--- config.mk ---
export PLATFORM = sky130hd
export DESIGN_NAME = clr_top
export DESIGN_NICKNAME = d
export VERILOG_FILES = /design/src/common/clr_pkg.sv /design/src/rtl/clr_marker_insert.sv /design/src/rtl/clr_spi_slave.sv /design/src/rtl/clr_top.sv
export SDC_FILE = /design/constraint.sdc
export NUM_CORES = 1
export LEC_CHECK = 0
export BUFFER_PORTS_ARGS = -buffer_cell sky130_fd_sc_hd__clkbuf_2
export CAP_MARGIN = 20
export CELL_PAD_IN_SITES_DETAIL_PLACEMENT = 0
export CELL_PAD_IN_SITES_GLOBAL_PLACEMENT = 2
export CORE_MARGIN = 10
export CORE_UTILIZATION = 40
export DETAILED_ROUTE_END_ITERATION = 6
export PLACE_DENSITY = 0.87
export SYNTH_ARGS = -nofsm -noshare
export SYNTH_HDL_FRONTEND = slang
export SYNTH_HIERARCHICAL = 1
export SYNTH_SLANG_ARGS = --single-unit
--- constraint.sdc ---
create_clock -name i_mclk -period 6.09 [get_ports i_mclk]
set_clock_uncertainty 0.15 [all_clocks]
set_input_delay 1.218 -clock i_mclk [delete_from_list [all_inputs] [get_ports i_mclk]]
set_output_delay 1.218 -clock i_mclk [all_outputs]
set_load 0.005 [all_outputs]
--- src/common/clr_pkg.sv ---
// constants and types shared by the converter link control register bank
package clr_pkg;
   // ***********************************************
   // serial port framing
   // ***********************************************
   localparam int unsigned ADDR_W    = 15;       // register address bits
   localparam int unsigned DATA_W    = 8;        // register data bits
   localparam int unsigned SHIFT_W   = 16;       // command plus address bits
   localparam logic [4:0] CNT_ADDR_LAST  = 5'h0f; // rising edge that ends the address
   localparam logic [4:0] CNT_DATA_FIRST = 5'h10; // count once read data is presented
   localparam logic [4:0] CNT_DATA_LAST  = 5'h17; // rising edge that ends the frame

   // ***********************************************
   // register offsets
   // ***********************************************
   localparam logic [14:0] ADDR_DITHER    = 15'h009d; // dither_control
   localparam logic [14:0] ADDR_LSB_CTRL  = 15'h0160; // sample_lsb_control
   localparam logic [14:0] ADDR_LINK_EN   = 15'h0200; // link_subsystem_enable
   localparam logic [14:0] ADDR_LINK_MODE = 15'h0201; // link_mode_select

   // ***********************************************
   // field positions and reset values
   // ***********************************************
   localparam int unsigned DITH_EN_BIT   = 0;   // dither_enable_bit
   localparam int unsigned DITH_AMP_BIT  = 1;   // dither_amplitude_select
   localparam int unsigned DITH_ERR_BIT  = 2;   // dither_rounding_select
   localparam int unsigned DITH_W        = 3;   // defined dither bits
   localparam int unsigned MARKER_BIT    = 0;   // marker_on_lsb_enable
   localparam int unsigned LINK_EN_BIT   = 0;   // link_enable_bit
   localparam int unsigned MODE_W        = 6;   // link_output_mode width
   localparam logic [2:0] RST_DITHER     = 3'h0;
   localparam logic       RST_MARKER     = 1'h0;
   localparam logic       RST_LINK_EN    = 1'h1;
   localparam logic [5:0] RST_MODE       = 6'h00;

   // ***********************************************
   // sample path and link timing
   // ***********************************************
   localparam int unsigned CONV_W   = 12;        // converter sample width
   localparam int unsigned LINK_N   = 16;        // link sample field width
   localparam int unsigned TS_LAT   = 4;         // pin to filtered marker, in cycles
   localparam logic [4:0]  LMFC_LAST = 5'h1f;    // multiframe counter end (32 frames)
   localparam logic [1:0]  ILA_CS_VALUE = 2'h0;  // control bits advertised in alignment data

   // serial port phase, gray along idle -> address -> data
   typedef enum logic [1:0] {
      CLR_IDLE = 2'b00,
      CLR_ADDR = 2'b01,
      CLR_DATA = 2'b11
   } clr_phase_t;
endpackage

--- src/rtl/clr_marker_insert.sv ---
// timestamp marker insertion on the lsb of the link sample field
`timescale 1ns/100ps
module clr_marker_insert (
   input  wire logic        i_mclk,             // sample clock
   input  wire logic        i_rst_n,            // synchronised reset, active low
   input  wire logic        i_ts_pin,           // timestamp pin, asynchronous
   input  wire logic [11:0] i_conv_sample,      // converter sample
   input  wire logic        i_marker_enable,    // marker_on_lsb_enable
   input  wire logic        i_receiver_enable,  // marker_receiver_enable
   output logic [15:0]      o_link_sample       // link sample field
);
   // ***********************************************
   // timestamp synchroniser
   // ***********************************************
   logic s1, s2, s3, ts_q;                       // stages and agreed level
   // ts_q moves four edges after the pin; the sample line below matches that
   always_ff @(posedge i_mclk or negedge i_rst_n) begin
      if (!i_rst_n) begin
         s1 <= 1'b0;
         s2 <= 1'b0;
         s3 <= 1'b0;
         ts_q <= 1'b0;
      end else begin
         s1 <= i_ts_pin;
         s2 <= s1;
         s3 <= s2;
         ts_q <= (s2 == s3) ? s3 : ts_q;
      end
   end

   // ***********************************************
   // latency matched sample line
   // ***********************************************
   logic [11:0] dly [0:clr_pkg::TS_LAT-1];       // sample delay stages
   always_ff @(posedge i_mclk or negedge i_rst_n) begin
      if (!i_rst_n) begin
         for (int i = 0; i < clr_pkg::TS_LAT; i++) dly[i] <= 12'h000;
      end else begin
         dly[0] <= i_conv_sample;
         for (int i = 1; i < clr_pkg::TS_LAT; i++) dly[i] <= dly[i-1];
      end
   end

   // marker is dropped while the pin receiver is off
   wire        marker_bit = ts_q & i_receiver_enable;
   // converter msb-aligned; the pad below keeps the converter lsb intact
   wire [15:0] field = {dly[clr_pkg::TS_LAT-1], {(clr_pkg::LINK_N - clr_pkg::CONV_W){1'b0}}};
   wire [15:0] next_sample = i_marker_enable ? {field[15:1], marker_bit} : field;

   always_ff @(posedge i_mclk or negedge i_rst_n) begin
      if (!i_rst_n) o_link_sample <= 16'h0000;
      else o_link_sample <= next_sample;
   end
endmodule

--- src/rtl/clr_spi_slave.sv ---
// serial programming port slave: 24-bit frames, read/write flag, 15-bit address, 8-bit data
`timescale 1ns/100ps
module clr_spi_slave (
   input  wire logic        i_mclk,    // register clock
   input  wire logic        i_rst_n,   // synchronised reset, active low
   input  wire logic        i_sclk,    // serial clock pin
   input  wire logic        i_scs_n,   // chip select pin, active low
   input  wire logic        i_sdi,     // serial data in pin
   input  wire logic [7:0]  i_rdata,   // read data for o_addr
   output logic             o_sdo,     // serial data out
   output logic             o_sdo_oe,  // high while driving sdo
   output logic             o_wr_stb,  // one-cycle write strobe
   output logic [14:0]      o_addr,    // frame address
   output logic [7:0]       o_wdata    // write data
);
   // ***********************************************
   // pin synchronisers
   // ***********************************************
   logic [2:0]  s1, s2, s3, filt;        // sclk, cs_n, sdi stages
   logic        sclk_d;                  // previous filtered sclk
   logic [2:0]  next_filt;               // agreed value
   // a pin change counts only once stages two and three agree
   assign next_filt = (~(s2 ^ s3) & s3) | ((s2 ^ s3) & filt);

   // s1 feeds s2 only; reset idles cs high and sclk low
   always_ff @(posedge i_mclk or negedge i_rst_n) begin
      if (!i_rst_n) begin
         s1 <= 3'h2;
         s2 <= 3'h2;
         s3 <= 3'h2;
         filt <= 3'h2;
         sclk_d <= 1'b0;
      end else begin
         s1 <= {i_sclk, i_scs_n, i_sdi};
         s2 <= s1;
         s3 <= s2;
         filt <= next_filt;
         sclk_d <= filt[2];
      end
   end

   wire sclk_rise = filt[2] & ~sclk_d;            // sample edge
   wire sclk_fall = ~filt[2] & sclk_d;            // launch edge
   wire cs_n_f    = filt[1];                      // filtered select
   wire sdi_f     = filt[0];                      // filtered data

   // ***********************************************
   // frame decoder
   // ***********************************************
   clr_pkg::clr_phase_t phase;                    // frame phase
   logic [4:0]          cnt;                      // bits taken
   logic [15:0]         shreg;                    // incoming bits
   logic                is_read;                  // frame is a read
   logic                rd_load;                  // load read data next
   logic [7:0]          tx;                       // outgoing bits
   wire  [15:0]         shift_next = {shreg[14:0], sdi_f};
   wire                 take = sclk_rise && (cnt <= clr_pkg::CNT_DATA_LAST);

   // extra clocks past the frame are ignored until select rises
   always_ff @(posedge i_mclk or negedge i_rst_n) begin
      if (!i_rst_n) begin
         phase <= clr_pkg::CLR_IDLE;
         cnt <= 5'h00;
         shreg <= 16'h0000;
         is_read <= 1'b0;
         rd_load <= 1'b0;
         o_wr_stb <= 1'b0;
         o_addr <= 15'h0000;
         o_wdata <= 8'h00;
      end else begin
         o_wr_stb <= 1'b0;
         rd_load <= 1'b0;
         if (cs_n_f) begin
            phase <= clr_pkg::CLR_IDLE;
            cnt <= 5'h00;
         end else if (take) begin
            shreg <= shift_next;
            cnt <= cnt + 5'h01;
            if (cnt == clr_pkg::CNT_ADDR_LAST) begin
               phase <= clr_pkg::CLR_DATA;
               o_addr <= shift_next[14:0];
               is_read <= shift_next[15];
               rd_load <= shift_next[15];
            end else if (phase == clr_pkg::CLR_IDLE) begin
               phase <= clr_pkg::CLR_ADDR;
            end
            if (cnt == clr_pkg::CNT_DATA_LAST && !is_read) begin
               o_wr_stb <= 1'b1;
               o_wdata <= shift_next[7:0];
            end
         end else if (phase == clr_pkg::CLR_IDLE) begin
            phase <= clr_pkg::CLR_ADDR;
         end
      end
   end

   // read data shifts out msb first on falling sclk, first bit held until bit 17
   always_ff @(posedge i_mclk or negedge i_rst_n) begin
      if (!i_rst_n) begin
         tx <= 8'h00;
      end else if (rd_load) begin
         tx <= i_rdata;
      end else if (sclk_fall && phase == clr_pkg::CLR_DATA && cnt > clr_pkg::CNT_DATA_FIRST) begin
         tx <= {tx[6:0], 1'b0};
      end
   end

   assign o_sdo    = tx[7];
   assign o_sdo_oe = is_read && !cs_n_f && (phase == clr_pkg::CLR_DATA);
endmodule

--- src/rtl/clr_top.sv ---
// converter link control register bank: dither, lsb marker, link enable and output mode
`timescale 1ns/100ps
// Behaviour
// rounding select: 0 hurts snr, 1 dc/spurs
// amplitude select: 0 small dither, 1 large
// dither enable bit 0, reset off
// marker enable puts timestamp on sample lsb
// timestamp latency equals sample latency
// software also enables marker receiver
// marker at field lsb, converter lsb kept
// alignment data always advertises zero control bits
// link enable bit, reset value one
// link off: reset, serializers down, clocks gated
// link off holds multiframe counter, sysref ignored
// software disables link before other link changes
// software enables calibration before enabling link
// software disables link before disabling calibration
// six-bit output mode field, reset zero
// mode changed only with link, calibration off
// reserved bits written only as zero
module clr_top (
   input  wire logic        i_mclk,                   // 200 MHz register clock
   input  wire logic        i_resetn,                 // asynchronous reset, active low
   input  wire logic        i_sclk,                   // serial clock pin
   input  wire logic        i_scs_n,                  // serial select pin, active low
   input  wire logic        i_sdi,                    // serial data in pin
   output logic             o_sdo,                    // serial data out
   output logic             o_sdo_oe,                 // sdo drive enable
   input  wire logic        i_sysref,                 // sysref pin
   input  wire logic        i_timestamp,              // timestamp pin
   input  wire logic [11:0] i_conv_sample,            // converter sample
   input  wire logic        i_marker_receiver_enable, // timestamp receiver on
   output logic [15:0]      o_link_sample,            // link sample field
   output logic             o_dither_enable,          // dither on
   output logic             o_dither_amplitude,       // large dither
   output logic             o_dither_rounding,        // rounding error to dc/spurs
   output logic [5:0]       o_link_mode,              // link output mode
   output logic             o_link_rst_n,             // link block out of reset
   output logic             o_serializer_pd,          // serializers powered down
   output logic             o_link_clk_en,            // link clock gate open
   output logic             o_lmfc_boundary,          // multiframe boundary pulse
   output logic [1:0]       o_ila_cs                  // advertised control bits
);
   // ***********************************************
   // reset release
   // ***********************************************
   logic rst_meta;                                    // first release stage
   logic rst_n;                                       // design reset

   // assert at once, release after two clean edges
   always_ff @(posedge i_mclk or negedge i_resetn) begin
      if (!i_resetn) begin
         rst_meta <= 1'b0;
         rst_n <= 1'b0;
      end else begin
         rst_meta <= 1'b1;
         rst_n <= rst_meta;
      end
   end

   // ***********************************************
   // serial port
   // ***********************************************
   logic        wr_stb;                               // write strobe
   logic [14:0] addr;                                 // frame address
   logic [7:0]  wdata;                                // write data
   logic [7:0]  rdata;                                // read mux

   clr_spi_slave u_spi (
      .i_mclk   (i_mclk),
      .i_rst_n  (rst_n),
      .i_sclk   (i_sclk),
      .i_scs_n  (i_scs_n),
      .i_sdi    (i_sdi),
      .i_rdata  (rdata),
      .o_sdo    (o_sdo),
      .o_sdo_oe (o_sdo_oe),
      .o_wr_stb (wr_stb),
      .o_addr   (addr),
      .o_wdata  (wdata)
   );

   // ***********************************************
   // register decode
   // ***********************************************
   wire hit_dither = (addr == clr_pkg::ADDR_DITHER);
   wire hit_lsb    = (addr == clr_pkg::ADDR_LSB_CTRL);
   wire hit_link   = (addr == clr_pkg::ADDR_LINK_EN);
   wire hit_mode   = (addr == clr_pkg::ADDR_LINK_MODE);
   wire wr_dither  = wr_stb & hit_dither;
   wire wr_lsb     = wr_stb & hit_lsb;
   wire wr_link    = wr_stb & hit_link;
   wire wr_mode    = wr_stb & hit_mode;

   logic [2:0] dither_control;                        // err, amp, en
   logic       marker_on_lsb_enable;                  // lsb marker
   logic       link_enable_bit;                       // link enable
   logic [5:0] link_output_mode;                      // output mode

   // reserved bits are not stored, so software that breaks the write-zero
   // convention still reads zero back and changes nothing
   always_ff @(posedge i_mclk or negedge rst_n) begin
      if (!rst_n) dither_control <= clr_pkg::RST_DITHER;
      else if (wr_dither) dither_control <= wdata[clr_pkg::DITH_W-1:0];
   end

   always_ff @(posedge i_mclk or negedge rst_n) begin
      if (!rst_n) marker_on_lsb_enable <= clr_pkg::RST_MARKER;
      else if (wr_lsb) marker_on_lsb_enable <= wdata[clr_pkg::MARKER_BIT];
   end

   // link comes up enabled; software clears it before reconfiguring
   always_ff @(posedge i_mclk or negedge rst_n) begin
      if (!rst_n) link_enable_bit <= clr_pkg::RST_LINK_EN;
      else if (wr_link) link_enable_bit <= wdata[clr_pkg::LINK_EN_BIT];
   end

   // mode is taken whenever written; quiet-link ordering is up to software
   always_ff @(posedge i_mclk or negedge rst_n) begin
      if (!rst_n) link_output_mode <= clr_pkg::RST_MODE;
      else if (wr_mode) link_output_mode <= wdata[clr_pkg::MODE_W-1:0];
   end

   // unmapped addresses read zero, reserved bits read zero
   assign rdata = hit_dither ? {5'h00, dither_control} :
                  hit_lsb    ? {7'h00, marker_on_lsb_enable} :
                  hit_link   ? {7'h00, link_enable_bit} :
                  hit_mode   ? {2'h0, link_output_mode} : 8'h00;

   // ***********************************************
   // block controls
   // ***********************************************
   assign o_dither_enable    = dither_control[clr_pkg::DITH_EN_BIT];
   assign o_dither_amplitude = dither_control[clr_pkg::DITH_AMP_BIT];
   assign o_dither_rounding  = dither_control[clr_pkg::DITH_ERR_BIT];
   assign o_link_mode        = link_output_mode;
   // link off: held in reset, serializers down, clocks gated
   assign o_link_rst_n       = link_enable_bit;
   assign o_serializer_pd    = ~link_enable_bit;
   assign o_link_clk_en      = link_enable_bit;
   // the marker bit is never announced in the alignment data
   assign o_ila_cs           = clr_pkg::ILA_CS_VALUE;

   // ***********************************************
   // sysref synchroniser
   // ***********************************************
   logic sr1, sr2, sr3, sr_q;                         // stages and agreed level
   always_ff @(posedge i_mclk or negedge rst_n) begin
      if (!rst_n) begin
         sr1 <= 1'b0;
         sr2 <= 1'b0;
         sr3 <= 1'b0;
         sr_q <= 1'b0;
      end else begin
         sr1 <= i_sysref;
         sr2 <= sr1;
         sr3 <= sr2;
         sr_q <= (sr2 == sr3) ? sr3 : sr_q;
      end
   end
   wire sysref_rise = (sr2 == sr3) & sr3 & ~sr_q;     // agreed rising edge

   // ***********************************************
   // multiframe counter
   // ***********************************************
   logic [4:0] lmfc_cnt;                              // frame in multiframe
   logic [4:0] next_lmfc;                             // next count
   // held at zero while the link is off, so a sysref cannot align it
   assign next_lmfc = !link_enable_bit ? 5'h00 :
                      sysref_rise ? 5'h00 :
                      (lmfc_cnt == clr_pkg::LMFC_LAST) ? 5'h00 : lmfc_cnt + 5'h01;

   always_ff @(posedge i_mclk or negedge rst_n) begin
      if (!rst_n) begin
         lmfc_cnt <= 5'h00;
         o_lmfc_boundary <= 1'b0;
      end else begin
         lmfc_cnt <= next_lmfc;
         o_lmfc_boundary <= link_enable_bit & (next_lmfc == 5'h00);
      end
   end

   // ***********************************************
   // marker insertion
   // ***********************************************
   clr_marker_insert u_marker (
      .i_mclk            (i_mclk),
      .i_rst_n           (rst_n),
      .i_ts_pin          (i_timestamp),
      .i_conv_sample     (i_conv_sample),
      .i_marker_enable   (marker_on_lsb_enable),
      .i_receiver_enable (i_marker_receiver_enable),
      .o_link_sample     (o_link_sample)
   );
endmodule

==> out/summary.txt, run 1 <==
Leakage: 3.11 nW
CTS tree: done
Pwr Density: 368 nW/um^2
Max FO, Critical Path: 17
Port Buffers: 47
RSZ-0062 raised after global routing: no
vias in the first global route: 2961
CTS root buffer: clkbuf_16
clk sinks: 155
setup total negative slack: 0 ns
cells on worst reg2reg path: 5
Crit-path slowest cell: o32a_1
CTS max path bufs: 2
Hold Fails Final Rpt: 0
Nets: 431
CP Class: reg2reg
reg2reg start: u_spi/cnt[0]
Detail Route Antenna Nets: 0
Initial Util: 40.9%
postcts setup bufs: 0
final setup fails: 0
final setup margin: 3.34 ns
cts repair resizes: 0
Hold Crit Depth: 0
number of hold buffers added after cts: 0
Area after DPL: 5810 sq um
drt pass-1 iters: 4
wire per inst: 14.4 um
Worst Setup End Kind: register
Hold Slack: 0.198 ns
Sequential Power Share: 49.9%
total track usage: 10.2%
Setup WS pre-CTS: 3.34 ns
first-pass GRT wire length: 14.9 mm
io pins: 53
switching power: 0.000516 W
fraction of layout cells with a size suffix above 1: 34.4%
Worst Max-Slew Pin Slew: 0.948 ns
Die Area: 18600 sq um
grt ovf: 0
Worst Hold End: u_marker/o_link_sample[6]
initial antenna violation count: 0
Final Wtd Congestion: 0.843
critical-path cell list: ha_1 -> and4b_1 -> o32a_1 -> or3_1 -> mux2_4
ANT cells: 0
Final period util: 45.2%
Die Width: 136 um
die height: 136 um
synthesized area per cell: 15.6 sq um
IR Drop Worst-Case VDD: 197 uV
Max transition margin: 36.8%
critical path arrival: 2.90 ns
DR DRC count: 0
reg2reg end: u_spi/o_wdata[2]
Total Wirelength: 8.56 mm
largest stage delay on the critical path: 0.68 ns
Post-Synthesis Cell Area: 5410 sq um
hold_sp: u_marker/dly[2]
depth of the CTS H-tree: 4
Max Cap Viol: 0
CP delay by family, top: simple AND/OR/NAND/NOR gates
fmax: 0.364 GHz
Crit path required time: 6.24 ns
post-layout min period: 2.75 ns
number of CTS-inserted buffers: 17
Worst Hold Class: reg2reg
Sw Share: 21.8%
clk slew on worst S/H paths: 0.06 ns
Avg Vias per Cell: 4.65
CP bufs+invs: 0
pin count of the biggest net entering global routing: 80
fill cell count: 1162
clk_lat worst skew: 0.41 ns
fin. max-slew vios: 0
outcome: complete, no violations
YS warnings: 6
area growth from synthesis to layout: 18.8%
Comb pwr share: 4.6%
worst reg-to-reg setup slack: 3.34 ns
Core Rows: 42
gate count of the mapped netlist: 347
clock network power share: 45.4%
initial drt markers: 184
DP HPWL: 5.84 mm
via count of the routed design: 2760
internal power: 0.00185 W
core area: 13200 sq um
Finished Cell Area: 6430 sq um
Startpoint Class: register
[layout by cell type (no fill, tap or decap), drive strengths merged, types with 2 or more instances in the layout]
master and instances:
dfrtp 150, nor3 5, mux2 49, or3 3
ha 6, nand2b 2, clkbuf 68, a22o 2
or4 3, nand3b 3, clkinvlp 4, maj3 4
a211oi 2, a31oi 3, nand4b 3, nand4 3
nor4 2, bufinv 3, or4b 2, dfstp 5
nand3 4, xnor2 3, and2 3, mux2i 9
inv 12, conb 8, nor2 15, nand2 14
and3 6, o21ai 8
[flip-flops by register name (all words and copies together), names as in the netlist, 2 cells and up, named ones only]
name / count
u_spi/o_addr: 15
dither_control: 3
u_spi/tx: 8
u_marker/o_link_sample: 13
lmfc_cnt: 5
u_spi/s2: 3
u_spi/shreg: 15
u_spi/s1: 3
u_marker/dly: 48
u_spi/s3: 3
u_spi/o_wdata: 6
u_spi/phase: 2
o_link_mode: 6
u_spi/cnt: 5
[metal layers]
metal	wire [um]	global-route usage, %	vias up
li1	-	-	1306
met4	175	5.15	0
met2	4060	15.7	47
met1	3970	12.6	1396
met3	356	3.39	11
met5	0	0	-
[final cells by class]
| cell class | count | area, sq um | area share (%) |
|---|---|---|---|
| Clock buffer | 21 | 460 | 7.16 |
| Timing Repair Buffer | 48 | 243 | 3.77 |
| Sequential cell | 155 | 3890 | 60.5 |
| Clock inverter | 11 | 158 | 2.45 |
| Tap cell | 176 | 220 | 3.42 |
| Multi-Input combinational cell | 174 | 1430 | 22.2 |
| Inverter | 9 | 33.8 | 0.525 |
[per-stage QoR]
| step | total power, W | util, % | cells |
|---|---|---|---|
| floorplan | 0.00127 | - | 352 |
| global placement | 0.00130 | 43.9 | 562 |
| detailed placement | 0.00132 | 43.9 | 562 |
| CTS | 0.00240 | 48.6 | 594 |
| global route | 0.00247 | 48.6 | 594 |
| finish | 0.00237 | 48.6 | 594 |
[power groups by stage]
stage,Clock [W],Combinational [W],Sequential (W)
6_report,0.00108,0.000110,0.00118
5_1_grt,0.00115,0.000123,0.00120
4_1_cts,0.00110,0.000113,0.00118
3_5_place_dp,0,0.000113,0.00120
3_3_place_gp,0,0.000108,0.00120
2_1_floorplan,0,0.0000865,0.00118
[worst max-delay path by stage]
stage	startpoint	endpoint	slack, ns	cells past startpoint
3_3_place_gp	register	u_spi/o_wdata[0]	3.46	4
4_1_cts	u_spi/phase[1]	o_sdo_oe	3.32	3
5_1_grt	u_spi/cnt[0]	u_spi/o_wdata[3]	3.18	5
6_report	u_spi/cnt[0]	u_spi/o_wdata[2]	3.34	5
3_5_place_dp	u_spi/cnt[0]	u_spi/o_wdata[2]	3.34	5
2_1_floorplan	rst_n	dither_control[0]	1.31	0
Note: power is estimated with default switching activity, not from simulation.
==> run 2, diff against run 1 <==
--- a/config.mk
+++ b/config.mk
@@ -10,9 +10,9 @@
 export CELL_PAD_IN_SITES_DETAIL_PLACEMENT = 0
 export CELL_PAD_IN_SITES_GLOBAL_PLACEMENT = 2
 export CORE_MARGIN = 10
-export CORE_UTILIZATION = 40
+export CORE_UTILIZATION = 38
 export DETAILED_ROUTE_END_ITERATION = 6
-export PLACE_DENSITY = 0.87
+export PLACE_DENSITY = 0.86
 export SYNTH_ARGS = -nofsm -noshare
 export SYNTH_HDL_FRONTEND = slang
 export SYNTH_HIERARCHICAL = 1
==> constraint.sdc (replaced) <==
create_clock -name i_mclk -period 2.5 [get_ports i_mclk]
set_clock_uncertainty 0.15 [all_clocks]
set_input_delay 0.5 -clock i_mclk [delete_from_list [all_inputs] [get_ports i_mclk]]
set_output_delay 0.5 -clock i_mclk [all_outputs]
set_load 0.005 [all_outputs]
==> out/summary.txt, run 2 (synthesis gave the netlist of run 1 again) <==
critical path arrival: 2.43 ns (was 2.90 ns)
Crit path required time: 2.65 ns (was 6.24 ns)
register area: 3890 sq um (unchanged)
largest stage delay on the critical path: 0.54 ns (was 0.68 ns)
post-layout min period: 2.29 ns (was 2.75 ns)
number of cells on the critical path: 4 (was 5)
outcome: complete, no violations (unchanged)
Worst Hold Class: in2reg (was reg2reg)
clk sinks: 155 (unchanged)
final setup fails: 0 (unchanged)
Non-Filler Instances: 605 (was 594)
Core Rows: 43 (was 42)
reg2reg start: u_spi/cnt[3] (was u_spi/cnt[0])
fin. max-slew vios: 0 (unchanged)
die height: 139 um (was 136 um)
CP Class: reg2reg (unchanged)
fill cell count: 1214 (was 1162)
wire per inst: 14.6 um (was 14.4 um)
Die Area: 19400 sq um (was 18600 sq um)
Die Width: 139 um (was 136 um)
CTS tree: done (unchanged)
RSZ-0062 raised after global routing: no (unchanged)
postcts setup bufs: 0 (unchanged)
Avg Vias per Cell: 4.65 (about the same)
Port Buffers: 47 (unchanged)
most frequent cells in the layout: dfrtp_1, clkbuf_2, mux2_2 (unchanged)
initial drt markers: 95 (was 184)
ANT cells: 0 (unchanged)
uppermost routed layer: met4 (unchanged)
metal2 WL: 4.44 mm (was 4.06 mm)
io pins: 53 (unchanged)
depth of the CTS H-tree: 4 (unchanged)
Hold Fails Final Rpt: 0 (unchanged)
DR DRC count: 0 (unchanged)
Leakage: 3.16 nW (was 3.11 nW)
Critical path origin: u_spi/cnt[3] (was u_spi/cnt[0])
critical-path cell list: or4b_1 -> o32a_1 -> or3_1 -> mux2_4 (was ha_1 -> and4b_1 -> o32a_1 -> or3_1 -> mux2_4)
DP HPWL: 6.07 mm (was 5.84 mm)
initial antenna violation count: 0 (unchanged)
total track usage: 9.60% (was 10.2%)
vias in the first global route: 3029 (was 2961)
CP bufs+invs: 0 (unchanged)
dpl cells: 571 (was 562)
worst reg-to-reg setup slack: 0.21 ns (was 3.34 ns)
CTS root buffer: clkbuf_16 (unchanged)
Crit-path slowest cell: or3_1 (was o32a_1)
Pwr Density: 876 nW/um^2 (was 368 nW/um^2)
setup total negative slack: 0 ns (unchanged)
reg2reg end: u_spi/o_wdata[5] (was u_spi/o_wdata[2])
fmax: 0.437 GHz (was 0.364 GHz)
DR WL met3: 417 um (was 356 um)
multi-input logic area: 1430 sq um (unchanged)
cts repair resizes: 0 (unchanged)
cells on worst reg2reg path: 4 (was 5)
Final Wtd Congestion: 0.752 (was 0.843)
Initial Util: 38.8% (was 40.9%)
pin count of the biggest net entering global routing: 71 (was 80)
leading cell type in the layout, fill and taps excluded: dfrtp_1 (unchanged)
IR Drop Worst-Case VDD: 430 uV (was 197 uV)
Most flops, register: u_marker/dly (unchanged)
Worst Max-Slew Pin Slew: 0.611 ns (was 0.948 ns)
Nets: 439 (was 431)
met1 WL: 3.83 mm (was 3.97 mm)
fraction of layout cells with a size suffix above 1: 35.1% (was 34.4%)
Max FO, Critical Path: 8 (was 17)
area growth from synthesis to layout: 19.9% (was 18.8%)
via count of the routed design: 2813 (was 2760)
grt ovf: 0 (unchanged)
Total Wirelength: 8.83 mm (was 8.56 mm)
drt pass-1 iters: 4 (unchanged)
Startpoint Class: register (unchanged)
clk_lat worst skew: 0.41 ns (about the same)
Top Registers: u_marker/dly (48), u_spi/o_addr (15), u_spi/shreg (15) (unchanged)
CTS max path bufs: 2 (unchanged)
Final period util: 91.5% (was 45.2%)
first-pass GRT wire length: 15.0 mm (was 14.9 mm)
clk slew on worst S/H paths: 0.06 ns (about the same)
Detail Route Antenna Nets: 0 (unchanged)
number of CTS-inserted buffers: 17 (unchanged)
Max transition margin: 58.9% (was 36.8%)
core area: 13900 sq um (was 13200 sq um)
Largest register FFs: 48 (unchanged)
Worst Setup End Kind: register (unchanged)
Max Cap Viol: 0 (unchanged)
worst setup path endpoint: u_spi/o_wdata[5] (was u_spi/o_wdata[2])
CP delay by family, top: simple AND/OR/NAND/NOR gates (unchanged)
## run 2: cell types whose count changed in the layout (fill, tap and decap cells not counted), sizes merged
cell / delta
buf: +5
clkbuf: -2
clkinv: +7
inv: -3
dlygate4sd3: +3
clkinvlp: -3
## run 2: stage by stage
| stage | area (sq um) | hold WS, ns | power (W) | utilization [%] | setup WS [ns] |
|---|---|---|---|---|---|
| finish | 6490 | 0.0378 | 0.00568 | 46.6 | 0.214 |
| global route | 6490 | 0.0103 | 0.00594 | 46.6 | 0.131 |
| CTS | 6490 | 0.0132 | 0.00578 | 46.6 | 0.230 |
| detailed placement | 5870 | -0.0296 | 0.00322 | 42.1 | 0.245 |
| global placement | 5870 | -0.0321 | 0.00319 | 42.1 | 0.274 |
| floorplan | 5440 | 0.0544 | 0.00309 | - | 0.266 |
## run 2: routing by layer
metal  GRT usage [%]  vias to the layer above
met2            14.8                       41
met1            10.9                     1444
met4            4.78                        0
met5               0                        -
met3            4.53                        8
li1                -                     1320
## run 2: worst min path at each step
| stage | from | end | depth (start not counted) |
|---|---|---|---|
| finish | i_conv_sample[7] | u_marker/dly[43] | 1 |
| global placement | rst_n | u_spi/s1[2] | 0 |
| detailed placement | rst_n | u_spi/s1[2] | 0 |
| floorplan | i_resetn | rst_meta | 0 |
| global route | i_conv_sample[7] | u_marker/dly[43] | 1 |
| CTS | i_conv_sample[11] | u_marker/dly[47] | 1 |
## run 2: repair_timing
action,in CTS,in global routing
endpoints found under the setup margin,0,0
hold buffers,3,0
endpoints found under the hold margin,6,0
## run 2: layout make-up
type	instances	area share, %
tap	180	3.47
clock buffer	19	6.82
sequential	155	59.9
multi-input combinational	174	22.0
clock inverter	12	2.29
inverter	9	0.521
timing repair buffer	56	4.97
## run 2: where the power goes
part,switching (W),internal [W]
Sequential,0.000139,0.00271
Combinational,0.000139,0.000170
Clock,0.000939,0.00158
Total,0.00122,0.00447
